$ cat src/adcsq_defines.svh
// Register offsets, field positions, reset values and timing counts of the converter controller.
`ifndef ADCSQ_DEFINES_SVH
`define ADCSQ_DEFINES_SVH

// ----------------------------------------------------------------------
// Byte offsets on the internal 8-bit bus
// ----------------------------------------------------------------------
`define ADCSQ_OFF_RESULT_A_HI 4'h0
`define ADCSQ_OFF_RESULT_A_LO 4'h1
`define ADCSQ_OFF_RESULT_B_HI 4'h2
`define ADCSQ_OFF_RESULT_B_LO 4'h3
`define ADCSQ_OFF_RESULT_C_HI 4'h4
`define ADCSQ_OFF_RESULT_C_LO 4'h5
`define ADCSQ_OFF_RESULT_D_HI 4'h6
`define ADCSQ_OFF_RESULT_D_LO 4'h7
`define ADCSQ_OFF_CSR         4'h8
`define ADCSQ_OFF_TRIG        4'h9

// ----------------------------------------------------------------------
// Field positions and reset values
// ----------------------------------------------------------------------
`define ADCSQ_CSR_END    7
`define ADCSQ_CSR_IE     6
`define ADCSQ_CSR_START  5
`define ADCSQ_CSR_SCAN   4
`define ADCSQ_CSR_SPEED  3
`define ADCSQ_CSR_GROUP  2
`define ADCSQ_TRIG_EN    7
`define ADCSQ_CSR_RESET  8'h00
`define ADCSQ_TRIG_RESET 8'h7F
`define ADCSQ_TRIG_ONES  8'h7F
`define ADCSQ_RES_RESET  16'h0000

// ----------------------------------------------------------------------
// Conversion times in states (one state is one mclk cycle)
// ----------------------------------------------------------------------
`define ADCSQ_FIRST_SLOW 9'd266
`define ADCSQ_FIRST_FAST 9'd134
`define ADCSQ_NEXT_SLOW  9'd256
`define ADCSQ_NEXT_FAST  9'd128

`endif

$ cat src/adcsq_pkg.sv
// Types shared by the converter controller.
package adcsq_pkg;
    typedef struct packed {
        logic       rd;
        logic       wr;
        logic [3:0] addr;
        logic [7:0] wdata;
    } adcsq_bus_req_t;

    typedef struct packed {
        logic       start;
        logic [2:0] channel;
    } adcsq_core_cmd_t;

    typedef struct packed {
        logic       done;
        logic [9:0] result;
    } adcsq_core_rsp_t;
endpackage : adcsq_pkg

$ cat src/adcsq_ctrl.sv
// Register file and conversion sequencer of the eight-input converter.
// What this block does
// RULE_01 - Result bits 9..2 go to register bits 15..8, bits 1..0 to bits 7..6.
// RULE_02 - Bits 5..0 of every result register always read as zero.
// RULE_03 - Channel position 0..3 within its group selects result register A..D.
// RULE_04 - All result registers clear to zero on reset and standby entry.
// RULE_05 - Control/status register clears to zero on reset and standby entry.
// RULE_06 - End flag sets after one single conversion or after a whole scan group.
// RULE_07 - End flag clears only by writing zero after reading it as one.
// RULE_08 - Conversion-end interrupt is requested only while interrupt enable is one.
// RULE_09 - Writing one to start begins conversion; single mode clears it when done.
// RULE_10 - Scan mode converts cyclically until start is cleared or standby entered.
// RULE_11 - Start bit stays one throughout conversion as a busy indication.
// RULE_12 - Mode bit zero selects single mode, one selects scan mode.
// RULE_13 - Software clears start before changing mode, speed or channel.
// RULE_14 - Speed bit zero gives at most 266 states, one at most 134.
// RULE_15 - Single picks channel by value; scan picks group and channel count.
// RULE_16 - Trigger register resets to 7F; bits 6..0 read one, ignore writes.
// RULE_17 - With trigger enabled a falling trigger edge sets start and converts.
// RULE_18 - Upper byte read returns it and copies the lower byte to holding.
// RULE_19 - Lower byte read returns the holding register.
// RULE_20 - Software reads upper byte before lower byte.
// RULE_21 - Result registers are readable any time without stalling.
// RULE_22 - A restarted scan begins again from the group's first channel.
// RULE_23 - Scan conversions after the first take 256 or 128 states.
// RULE_24 - Core gets start pulse and channel; done strobe writes result and advances.
`include "adcsq_defines.svh"

module adcsq_ctrl (
    input  wire logic                      mclk,
    input  wire logic                      srst,
    input  wire logic                      standby,
    input  wire adcsq_pkg::adcsq_bus_req_t bus_req,
    output logic [7:0]                     bus_rdata,
    input  wire logic                      ext_trigger_n,
    output adcsq_pkg::adcsq_core_cmd_t     core_cmd,
    input  wire adcsq_pkg::adcsq_core_rsp_t core_rsp,
    output logic                           conv_end_irq
);
    import adcsq_pkg::*;

    // ------------------------------------------------------------------
    // State
    // ------------------------------------------------------------------
    typedef enum logic [1:0] {ST_IDLE, ST_START, ST_WAIT} adcsq_state_t;

    adcsq_state_t state_q;
    logic [15:0]  result_q [4];
    logic [7:0]   hold_q;
    logic         end_flag_q;
    logic         end_seen_q;
    logic         irq_en_q;
    logic         start_q;
    logic         scan_q;
    logic         speed_q;
    logic [2:0]   chsel_q;
    logic         trig_en_q;
    logic         trig_prev_q;
    logic [1:0]   pos_q;
    logic         first_q;
    logic [8:0]   tmr_q;
    logic [7:0]   rdata_q;
    adcsq_core_cmd_t cmd_q;
    logic         irq_q;

    // ------------------------------------------------------------------
    // Decode
    // ------------------------------------------------------------------
    function automatic logic [15:0] pack_result(input logic [9:0] r);
        return {r, 6'h00};
    endfunction : pack_result

    // Soft reset covers both hard reset and standby entry.
    wire        clr       = srst | standby;
    wire        wr_csr    = bus_req.wr && bus_req.addr == `ADCSQ_OFF_CSR;
    wire        wr_trig   = bus_req.wr && bus_req.addr == `ADCSQ_OFF_TRIG;
    wire        rd_csr    = bus_req.rd && bus_req.addr == `ADCSQ_OFF_CSR;
    wire        rd_res    = bus_req.rd && bus_req.addr[3] == 1'b0;
    wire [1:0]  rd_idx    = bus_req.addr[2:1];
    wire        rd_hi     = rd_res && !bus_req.addr[0];
    wire        trig_fall = trig_en_q && trig_prev_q && !ext_trigger_n;      // [RULE_17]
    wire        sw_start  = wr_csr && bus_req.wdata[`ADCSQ_CSR_START] && !start_q;
    wire        go        = !start_q && (sw_start || trig_fall);             // [RULE_09]
    wire        sw_stop   = wr_csr && !bus_req.wdata[`ADCSQ_CSR_START];      // [RULE_10]
    wire        done      = state_q == ST_WAIT && core_rsp.done;
    wire [1:0]  last_pos  = scan_q ? chsel_q[1:0] : 2'h0;                    // [RULE_15]
    wire        grp_done  = done && pos_q == last_pos;
    wire [1:0]  reg_idx   = scan_q ? pos_q : chsel_q[1:0];                   // [RULE_03]
    wire [2:0]  conv_ch   = scan_q ? {chsel_q[2], pos_q} : chsel_q;          // [RULE_15]
    // Speed picks the budget; only the first conversion after each start gets the longer one.
    wire [8:0]  budget    = first_q ? (speed_q ? `ADCSQ_FIRST_FAST : `ADCSQ_FIRST_SLOW)
                                    : (speed_q ? `ADCSQ_NEXT_FAST : `ADCSQ_NEXT_SLOW); // [RULE_14] [RULE_23]
    wire [7:0]  csr_view  = {end_flag_q, irq_en_q, start_q, scan_q, speed_q, chsel_q};
    wire [7:0]  rd_mux    = rd_csr ? csr_view :
                            (bus_req.rd && bus_req.addr == `ADCSQ_OFF_TRIG) ? {trig_en_q, 7'h7F} : // [RULE_16]
                            rd_hi ? result_q[rd_idx][15:8] :                 // [RULE_18] [RULE_21]
                            rd_res ? hold_q : 8'h00;                         // [RULE_19]
    wire        end_set   = grp_done;                                        // [RULE_06]
    wire        end_clr   = wr_csr && end_seen_q && !bus_req.wdata[`ADCSQ_CSR_END]; // [RULE_07]

    // ------------------------------------------------------------------
    // Control/status and trigger registers
    // ------------------------------------------------------------------
    // The set wins over a clear in the same cycle, so no completion is lost.
    always_ff @(posedge mclk) begin
        if (clr) begin                                                       // [RULE_05] [RULE_16]
            end_flag_q <= 1'b0;
            end_seen_q <= 1'b0;
            irq_en_q   <= 1'b0;
            scan_q     <= 1'b0;                                              // [RULE_12]
            speed_q    <= 1'b0;
            chsel_q    <= 3'h0;
            trig_en_q  <= 1'b0;
        end else begin
            end_flag_q <= end_set | (end_flag_q & ~end_clr);
            if (rd_csr) begin
                end_seen_q <= end_flag_q;
            end else if (wr_csr) begin
                end_seen_q <= 1'b0;
            end
            if (wr_csr) begin
                irq_en_q <= bus_req.wdata[`ADCSQ_CSR_IE];
                scan_q   <= bus_req.wdata[`ADCSQ_CSR_SCAN];
                speed_q  <= bus_req.wdata[`ADCSQ_CSR_SPEED];
                chsel_q  <= bus_req.wdata[`ADCSQ_CSR_GROUP:0];
            end
            if (wr_trig) begin
                trig_en_q <= bus_req.wdata[`ADCSQ_TRIG_EN];
            end
        end
    end

    // Previous trigger level; reset high, but trig_en_q is clear at release, so a pin already low then never reads as a falling edge.
    always_ff @(posedge mclk) begin
        if (srst) begin
            trig_prev_q <= 1'b1;
        end else begin
            trig_prev_q <= ext_trigger_n;
        end
    end

    // ------------------------------------------------------------------
    // Sequencer
    // ------------------------------------------------------------------
    // Start stays set while busy; single mode drops it at the one result.
    always_ff @(posedge mclk) begin
        if (clr) begin
            state_q <= ST_IDLE;
            start_q <= 1'b0;
            pos_q   <= 2'h0;
            first_q <= 1'b1;
            tmr_q   <= 9'h000;
            cmd_q   <= '0;
        end else begin
            cmd_q.start <= 1'b0;
            if (go) begin                                                    // [RULE_11] [RULE_22]
                start_q       <= 1'b1;
                pos_q         <= 2'h0;
                first_q       <= 1'b1;
                state_q       <= ST_START;
            end else if (start_q && sw_stop) begin                           // [RULE_10]
                start_q <= 1'b0;
                state_q <= ST_IDLE;
            end else begin
                unique case (state_q)
                    ST_IDLE: begin
                    end
                    ST_START: begin                                          // [RULE_24]
                        cmd_q.start   <= 1'b1;
                        cmd_q.channel <= conv_ch;
                        tmr_q         <= budget - 9'd1;
                        state_q       <= ST_WAIT;
                    end
                    ST_WAIT: begin
                        if (tmr_q != 9'h000) begin
                            tmr_q <= tmr_q - 9'd1;
                        end
                        if (done) begin
                            first_q <= 1'b0;
                            if (!scan_q) begin                               // [RULE_09]
                                start_q <= 1'b0;
                                state_q <= ST_IDLE;
                            end else begin                                   // [RULE_10]
                                pos_q   <= grp_done ? 2'h0 : pos_q + 2'd1;
                                state_q <= ST_START;
                            end
                        end
                    end
                endcase
            end
        end
    end

    // ------------------------------------------------------------------
    // Result registers and holding byte
    // ------------------------------------------------------------------
    // Reads never stall; the holding byte is only loaded by an upper read.
    always_ff @(posedge mclk) begin
        if (clr) begin                                                       // [RULE_04]
            for (int i = 0; i < 4; i++) begin
                result_q[i] <= `ADCSQ_RES_RESET;
            end
            hold_q <= 8'h00;
        end else begin
            if (done) begin
                result_q[reg_idx] <= pack_result(core_rsp.result);           // [RULE_01] [RULE_02] [RULE_03]
            end
            if (rd_hi) begin
                hold_q <= result_q[rd_idx][7:0];                             // [RULE_18]
            end
        end
    end

    // Registered outputs.
    always_ff @(posedge mclk) begin
        if (srst) begin
            rdata_q <= 8'h00;
            irq_q   <= 1'b0;
        end else begin
            rdata_q <= rd_mux;
            irq_q   <= end_flag_q & irq_en_q & ~standby;                     // [RULE_08]
        end
    end

    assign bus_rdata    = rdata_q;
    assign core_cmd     = cmd_q;
    assign conv_end_irq = irq_q;

    // ------------------------------------------------------------------
    // Checks
    // ------------------------------------------------------------------
    a_irq_gated: assert property (@(posedge mclk) disable iff (srst)
        conv_end_irq |-> $past(irq_en_q) && $past(end_flag_q))               // [RULE_08]
        else $error("Interrupt raised while disabled or flag clear.");
    a_result_low_zero: assert property (@(posedge mclk) disable iff (srst)
        result_q[0][5:0] == 6'h00 && result_q[3][5:0] == 6'h00)              // [RULE_02]
        else $error("Reserved result bits not zero.");
    a_single_ends_start: assert property (@(posedge mclk) disable iff (clr)
        done && !scan_q && !go |=> !start_q && end_flag_q)                   // [RULE_09]
        else $error("Single conversion did not end cleanly.");
    a_start_busy: assert property (@(posedge mclk) disable iff (srst)
        state_q != ST_IDLE |-> start_q)                                      // [RULE_11]
        else $error("Busy without start bit.");
    a_end_write_one: assert property (@(posedge mclk) disable iff (clr)
        end_flag_q && wr_csr && bus_req.wdata[7] |=> end_flag_q)            // [RULE_07]
        else $error("Writing one cleared the end flag.");
    a_trig_start: assert property (@(posedge mclk) disable iff (clr)
        trig_fall && !start_q |=> start_q ##1 cmd_q.start)                   // [RULE_17]
        else $error("Trigger edge did not start conversion.");
    a_hold_load: assert property (@(posedge mclk) disable iff (clr)
        rd_hi && !done |=> hold_q == $past(result_q[rd_idx][7:0]))           // [RULE_18]
        else $error("Holding byte not loaded.");
    a_scan_restart: assert property (@(posedge mclk) disable iff (clr)
        go && scan_q |=> ##1 cmd_q.channel[1:0] == 2'h0)                     // [RULE_22]
        else $error("Scan restart not at first channel.");

    // ------------------------------------------------------------------
    // Register and sequencer checks
    // ------------------------------------------------------------------
    // Reserved trigger bits must read as ones whatever was written.
    a_trig_ro: assert property (@(posedge mclk) disable iff (srst)           // [RULE_16]
        bus_req.rd && bus_req.addr == `ADCSQ_OFF_TRIG |=> bus_rdata[6:0] == 7'h7F)
        else $error("Reserved trigger bits not read as one.");
    // Standby must leave the control bits exactly as a hard reset does.
    a_csr_reset: assert property (@(posedge mclk)                            // [RULE_05]
        clr |=> csr_view == 8'h00 && trig_en_q == 1'b0)
        else $error("Control register not cleared.");
    // All four results go back to zero, not only the one last written.
    a_res_reset: assert property (@(posedge mclk)                            // [RULE_04]
        clr |=> {result_q[0], result_q[1], result_q[2], result_q[3]} == 64'h0)
        else $error("Result registers not cleared.");
    // The middle registers carry the same reserved field as the outer ones.
    a_result_mid_zero: assert property (@(posedge mclk) disable iff (srst)   // [RULE_02]
        result_q[1][5:0] == 6'h00 && result_q[2][5:0] == 6'h00)
        else $error("Reserved result bits not zero.");
    // A single conversion ends the job, so the flag must follow at once.
    a_single_set_end: assert property (@(posedge mclk) disable iff (clr)     // [RULE_06]
        done && !scan_q |=> end_flag_q)
        else $error("Single conversion did not set the end flag.");
    // Mid-group results must not raise the flag early.
    a_scan_no_early: assert property (@(posedge mclk) disable iff (clr)      // [RULE_06]
        done && scan_q && !grp_done && !end_flag_q |=> !end_flag_q)
        else $error("End flag set before the group finished.");
    // Without a prior read that saw the flag, a zero write must not clear it.
    a_end_clr_seen: assert property (@(posedge mclk) disable iff (clr)       // [RULE_07]
        end_flag_q && !end_seen_q |=> end_flag_q)
        else $error("End flag cleared without a read.");
    // An enabled, raised flag must reach the interrupt output one cycle later.
    a_irq_follow: assert property (@(posedge mclk) disable iff (srst)        // [RULE_08]
        end_flag_q && irq_en_q && !standby |=> conv_end_irq)
        else $error("Interrupt missing while enabled.");
    // Scan mode keeps converting after each result unless software stops it.
    a_scan_keeps: assert property (@(posedge mclk) disable iff (clr)         // [RULE_10] [RULE_12]
        done && scan_q && !sw_stop |=> start_q && state_q == ST_START)
        else $error("Scan stopped on its own.");
    // The scan position never runs past the selected channel count.
    a_pos_group: assert property (@(posedge mclk) disable iff (clr)          // [RULE_15]
        scan_q && state_q == ST_WAIT |-> pos_q <= chsel_q[1:0])
        else $error("Scan position beyond the selected count.");
    // With the trigger disabled, only software may set the start bit.
    a_trig_ignored: assert property (@(posedge mclk) disable iff (clr)       // [RULE_17]
        !trig_en_q && !sw_start && !start_q |=> !start_q)
        else $error("Start set by a disabled trigger.");
    // Upper byte reads return the live register, never the holding byte.
    a_rdata_hi: assert property (@(posedge mclk) disable iff (srst)          // [RULE_18] [RULE_21]
        rd_hi |=> bus_rdata == $past(result_q[rd_idx][15:8]))
        else $error("Upper byte read returned wrong data.");
    // Lower byte reads return the holding byte, so a pair stays coherent.
    a_rdata_hold: assert property (@(posedge mclk) disable iff (srst)        // [RULE_19]
        rd_res && bus_req.addr[0] |=> bus_rdata == $past(hold_q))
        else $error("Lower byte read bypassed the holding byte.");
    // The first conversion of a run gets the long slow budget.
    a_budget_first: assert property (@(posedge mclk) disable iff (clr)       // [RULE_14]
        state_q == ST_START && first_q && !speed_q && !sw_stop |=> tmr_q == `ADCSQ_FIRST_SLOW - 9'd1)
        else $error("First conversion budget wrong.");
    // Later scan conversions get the fixed slow budget.
    a_budget_next: assert property (@(posedge mclk) disable iff (clr)        // [RULE_23]
        state_q == ST_START && !first_q && !speed_q && !sw_stop |=> tmr_q == `ADCSQ_NEXT_SLOW - 9'd1)
        else $error("Scan conversion budget wrong.");
    // Each done strobe lands, packed, in the register of its position.
    a_result_pack: assert property (@(posedge mclk) disable iff (clr)        // [RULE_01] [RULE_03]
        done |=> result_q[$past(reg_idx)] == {$past(core_rsp.result), 6'h00})
        else $error("Result not stored in its register.");
    // The core start is a single-cycle pulse; a held start would restart it.
    a_start_pulse: assert property (@(posedge mclk) disable iff (clr)        // [RULE_24]
        cmd_q.start |=> !cmd_q.start)
        else $error("Core start held longer than one cycle.");
endmodule : adcsq_ctrl

$ cat config.mk
export PLATFORM = sky130hd
export DESIGN_NAME = adcsq_ctrl
export DESIGN_NICKNAME = d
export VERILOG_FILES = /design/src/adcsq_pkg.sv /design/src/adcsq_ctrl.sv
export VERILOG_INCLUDE_DIRS = /design/src
export SDC_FILE = /design/constraint.sdc
export NUM_CORES = 1
export LEC_CHECK = 0
export BUFFER_PORTS_ARGS = -buffer_cell sky130_fd_sc_hd__buf_4
export CAP_MARGIN = 10
export CELL_PAD_IN_SITES_DETAIL_PLACEMENT = 0
export CELL_PAD_IN_SITES_GLOBAL_PLACEMENT = 1
export CORE_ASPECT_RATIO = 0.75
export CORE_MARGIN = 2
export CORE_UTILIZATION = 49
export DETAILED_ROUTE_END_ITERATION = 16
export MAX_ROUTING_LAYER = met4
export PLACE_DENSITY_LB_ADDON = 0.1
export SETUP_SLACK_MARGIN = 0.05
export SLEW_MARGIN = 20
export SYNTH_ARGS = -nofsm -noshare
export SYNTH_HDL_FRONTEND = slang
export SYNTH_SLANG_ARGS = --single-unit
export TNS_END_PERCENT = 1
$ cat constraint.sdc
create_clock -name mclk -period 5.4 [get_ports mclk]
set_input_delay 1.08 -clock mclk [delete_from_list [all_inputs] [get_ports mclk]]
set_output_delay 1.08 -clock mclk [all_outputs]
set_load 0.05 [all_outputs]
==> results by stage <==
Finish:
- The antenna diode instance count is 0.
- The final net count is 342.
- The layout cell share with drive strength beyond 1 is 25.5%.
- Cells fill 59.4% of the core in the end.
- Summing all flip-flop and latch instances after layout gives 1800 um^2.
- The library cell used most frequently in the layout, excluding fill and tap cells, is sky130_fd_sc_hd__buf_4.
- Relative to the synthesized area, the layout overhead comes to 16.7%.
- Leaving out fill and tap cells, the most frequent cells in the layout are sky130_fd_sc_hd__buf_4 (43), sky130_fd_sc_hd__edfxtp_1 (40), sky130_fd_sc_hd__and2_1 (31).
- The total of fill cells in the finished design is 547.
- Summing all multi-input logic gate instances after layout gives 1310 um^2.
- The final standard cell count with taps included and fillers excluded is 399.

Route:
- The first detailed-routing pass ran for 5 iterations.
- The routed wire length per instance is 19.1 um.
- The total routed wirelength is 7.63 mm.
- The routed layout has 2283 vias.
- The count of nets left with antenna violations once routing finished came out at 0.
- The detailed router finished its first iteration with 137 violations.
- The average via count per standard cell is 5.72.
- In the routed design, unresolved DRC markers number 0.

Timing:
- The headroom to the max-slew limit is 39.6%.
- The count of endpoints failing hold in the final timing report is 0.
- Setup total negative slack on the finished layout was measured at 0 ns.
- Setup violations remaining at the end of the flow were counted as 0.
- The worst path needs 2.90 ns of the cycle, external delays included.
- The share of the clock period used by the worst path after layout is 53.8%.
- Hold is met by 0.477 ns.
- The number of pins with negative max-slew slack in the final report is 0.
- Timing would allow up to 344 MHz.
- The pin slew with the least headroom to its limit is 0.899 ns.
- Setup repair after global routing left no endpoint under its margin.
- The worst setup skew after layout is 0.00876 ns.

Placed design:
- The cell count after placement is 383.
- Routability-driven placement finished with a final weighted congestion of 0.785.
- The estimated wirelength of the detail-placed design is 5.54 mm.
- The quantity of I/O buffers inserted on ports is 41.

CTS:
- The root buffer cell chosen for the clock tree is sky130_fd_sc_hd__clkbuf_8.
- The number of buffers inserted by post-CTS setup repair is 0.
- Once the clock tree was built, the resizer swapped 0 gates to a different size.
- The later-pin clock latency in the skew report is 0.34 ns.
- The TritonCTS clock tree is built.
- Counting the buffers created by CTS gives 9.
- The maximum clock insertion buffer count is 2.
- The clock net sink count is 70.
- The CTS clock-pin slew for the worst setup and hold paths is 0.08 ns.
- Hold repair after CTS inserted 0 buffers.
- The clock tree synthesis step divided the H-tree into 3 levels.

Hold path:
- In this run the worst hold path is classified as flip-flop to flip-flop.

Worst setup path:
- The worst setup path is of the input port to flip-flop kind.
- The kind of cell with the highest combined delay on the critical path is simple AND/OR/NAND/NOR gates.
- The worst setup path is captured at a flip-flop.
- Walking the worst path, the cells encountered are buf_4 -> or2_1 -> nor4_4 -> nand2b_1.
- The critical path arrival is 2.89 ns.
- The number of buffers and inverters on the critical path is 1.
- The worst-path cell with the longest stage delay is sky130_fd_sc_hd__nor4_4.
- In this design, the stage delay of the slowest critical-path cell is 0.65 ns.
- STA classifies the critical path startpoint as an input port.
- The highest net fanout along the worst path is 18.
- The data required time of the worst path is 5.39 ns.

Synth:
- Yosys mapped the design onto 52 distinct sky130hd cell types.
- In the synthesized netlist the dominant register cell turns out to be sky130_fd_sc_hd__edfxtp_1.
- Each instance of the synthesized netlist takes up on average 11.7 um^2.
- The total of flip-flops plus latches after synthesis is 70.
- The number of warnings issued by yosys is 0.
- Yosys mapped a number of flops with a built-in enable equal to 40.
- After synthesis the cells add up to 3220 um^2.
- Synthesis produced a netlist with a net count of 304.
- Of the synthesized area, sequential elements account for 56.0%.
- For this run, asynchronously set or reset flops after synthesis account for 0%.
- Synthesis produced a netlist whose cell count is 275.

Power:
- Net switching is 23.6% of the power.
- The worst ir drop on vdd is 183 uV.
- The combinational share of power is 6.7%.
- The cell area power density is 287 nW/um^2.
- The analysis attributes to cell leakage a power of 1.44 nW.
- The power share of the clock group is 39.0%.
- The total power is 1.07 mW.
- The sequential cell fraction of total power is 54.3%.
- The internal power of the cells totals 0.821 mW.
- The analysis attributes to net switching a power of 0.254 mW.

Global routing:
- The total grt overflow is 0.
- The pin count of the biggest net entering global routing is 22.
- The number of antenna violations at the first check in global routing was 0.
- In the global route stage, overall resource usage came out at 23.2%.
- The global-route wire length before repair is 11.9 mm.
- The via count of the first global-routing pass is 2048.

Floorplanning:
- In this run the vertical extent of the chip is 74.2 um.
- The starting utilization of the core area is 50.9%.
- The die covers 7230 um^2.
- The die is 97.5 um wide.
- 42 I/O pins were placed.
- The number of cell rows is 25.
- The area of the core is 6320 um^2.

Status:
- The flow ran to the end, and the final reports show no timing, DRC or antenna violations.

Job:
- The number of max-cap violations is 0.
## layout make-up
type / instances / area share, %
Tap cell: 81 / 2.70
Clock inverter: 7 / 1.97
Sequential cell: 70 / 48.0
Clock buffer: 9 / 3.30
Timing Repair Buffer: 43 / 8.61
Multi-Input combinational cell: 184 / 34.9
Inverter: 5 / 0.500
## tightest hold or removal path, cell delays in order (launching register included)
cell,delay [ns]
sky130_fd_sc_hd__dfxtp_1,0.32
sky130_fd_sc_hd__nand2_1,0.05
sky130_fd_sc_hd__a21oi_1,0.06
## worst paths after layout
| kind | start | end | slack [ns] | cells past startpoint |
|---|---|---|---|---|
| max | srst | result_q[0][8] | 2.50 | 4 |
| min | speed_q | speed_q | 0.48 | 2 |
| max reg2reg | scan_q | result_q[0][8] | 2.98 | 3 |
| min reg2reg | speed_q | speed_q | 0.48 | 2 |
## power groups by stage
stage	Sequential (mW)	Combinational (mW)	Clock (mW)
after floorplan	0.595	0.0349	0
after detailed placement	0.595	0.0718	0
after CTS	0.583	0.0723	0.425
after global routing	0.584	0.0776	0.452
after global placement	0.595	0.0717	0
final	0.583	0.0723	0.419
## layer usage
layer  wire length [um]  track usage (%)
met5                  0                -
met4                 73             6.02
met1               3840             37.0
met3                815             6.39
met2               2910             28.0
## registers in the layout (all words and copies together), names as in the netlist, 2 cells and up
name and flops:
result_q 40, bus_rdata 8, core_cmd 4, chsel_q 3, hold_q 2, pos_q 2
state_q 2
## synthesized netlist by cell type, types with 3 or more instances
master / instances / share of area, %
sky130_fd_sc_hd__o22ai_1: 3 / 0.58
sky130_fd_sc_hd__a21oi_1: 23 / 3.6
sky130_fd_sc_hd__dfxtp_1: 30 / 19
sky130_fd_sc_hd__buf_2: 3 / 0.47
sky130_fd_sc_hd__inv_1: 4 / 0.47
sky130_fd_sc_hd__nor3_1: 4 / 0.62
sky130_fd_sc_hd__o21ai_0: 12 / 1.9
sky130_fd_sc_hd__and2_1: 31 / 6.0
sky130_fd_sc_hd__and3_1: 13 / 2.5
sky130_fd_sc_hd__mux4_2: 10 / 7.0
sky130_fd_sc_hd__clkbuf_1: 8 / 0.93
sky130_fd_sc_hd__nand3_1: 3 / 0.47
sky130_fd_sc_hd__mux2i_1: 3 / 0.93
sky130_fd_sc_hd__edfxtp_1: 40 / 37
sky130_fd_sc_hd__nor2_1: 11 / 1.3
sky130_fd_sc_hd__nor4_4: 3 / 2.0
sky130_fd_sc_hd__nand2_1: 30 / 3.5
## per-stage QoR
step / instance area, um^2 / setup WS [ns]
2_1_floorplan: 3220 / 2.82
3_3_place_gp: 3550 / 2.15
3_5_place_dp: 3550 / 1.97
4_1_cts: 3750 / 2.34
5_1_grt: 3750 / 2.39
6_report: 3750 / 2.50
## logic make-up (layout without fill, tap and decap cells)
| kind of cell | count (synthesis) | after routing | share of synthesized area [%] |
|---|---|---|---|
| compound gates | 55 | 55 | 10.7 |
| xor+xnor | 1 | 1 | 0.272 |
| buf+inv | 21 | 64 | 3.27 |
| flops | 70 | 70 | 56.0 |
| mux | 14 | 14 | 8.29 |
| simple gates | 114 | 114 | 21.4 |
Note: power is estimated with default switching activity, not from simulation.
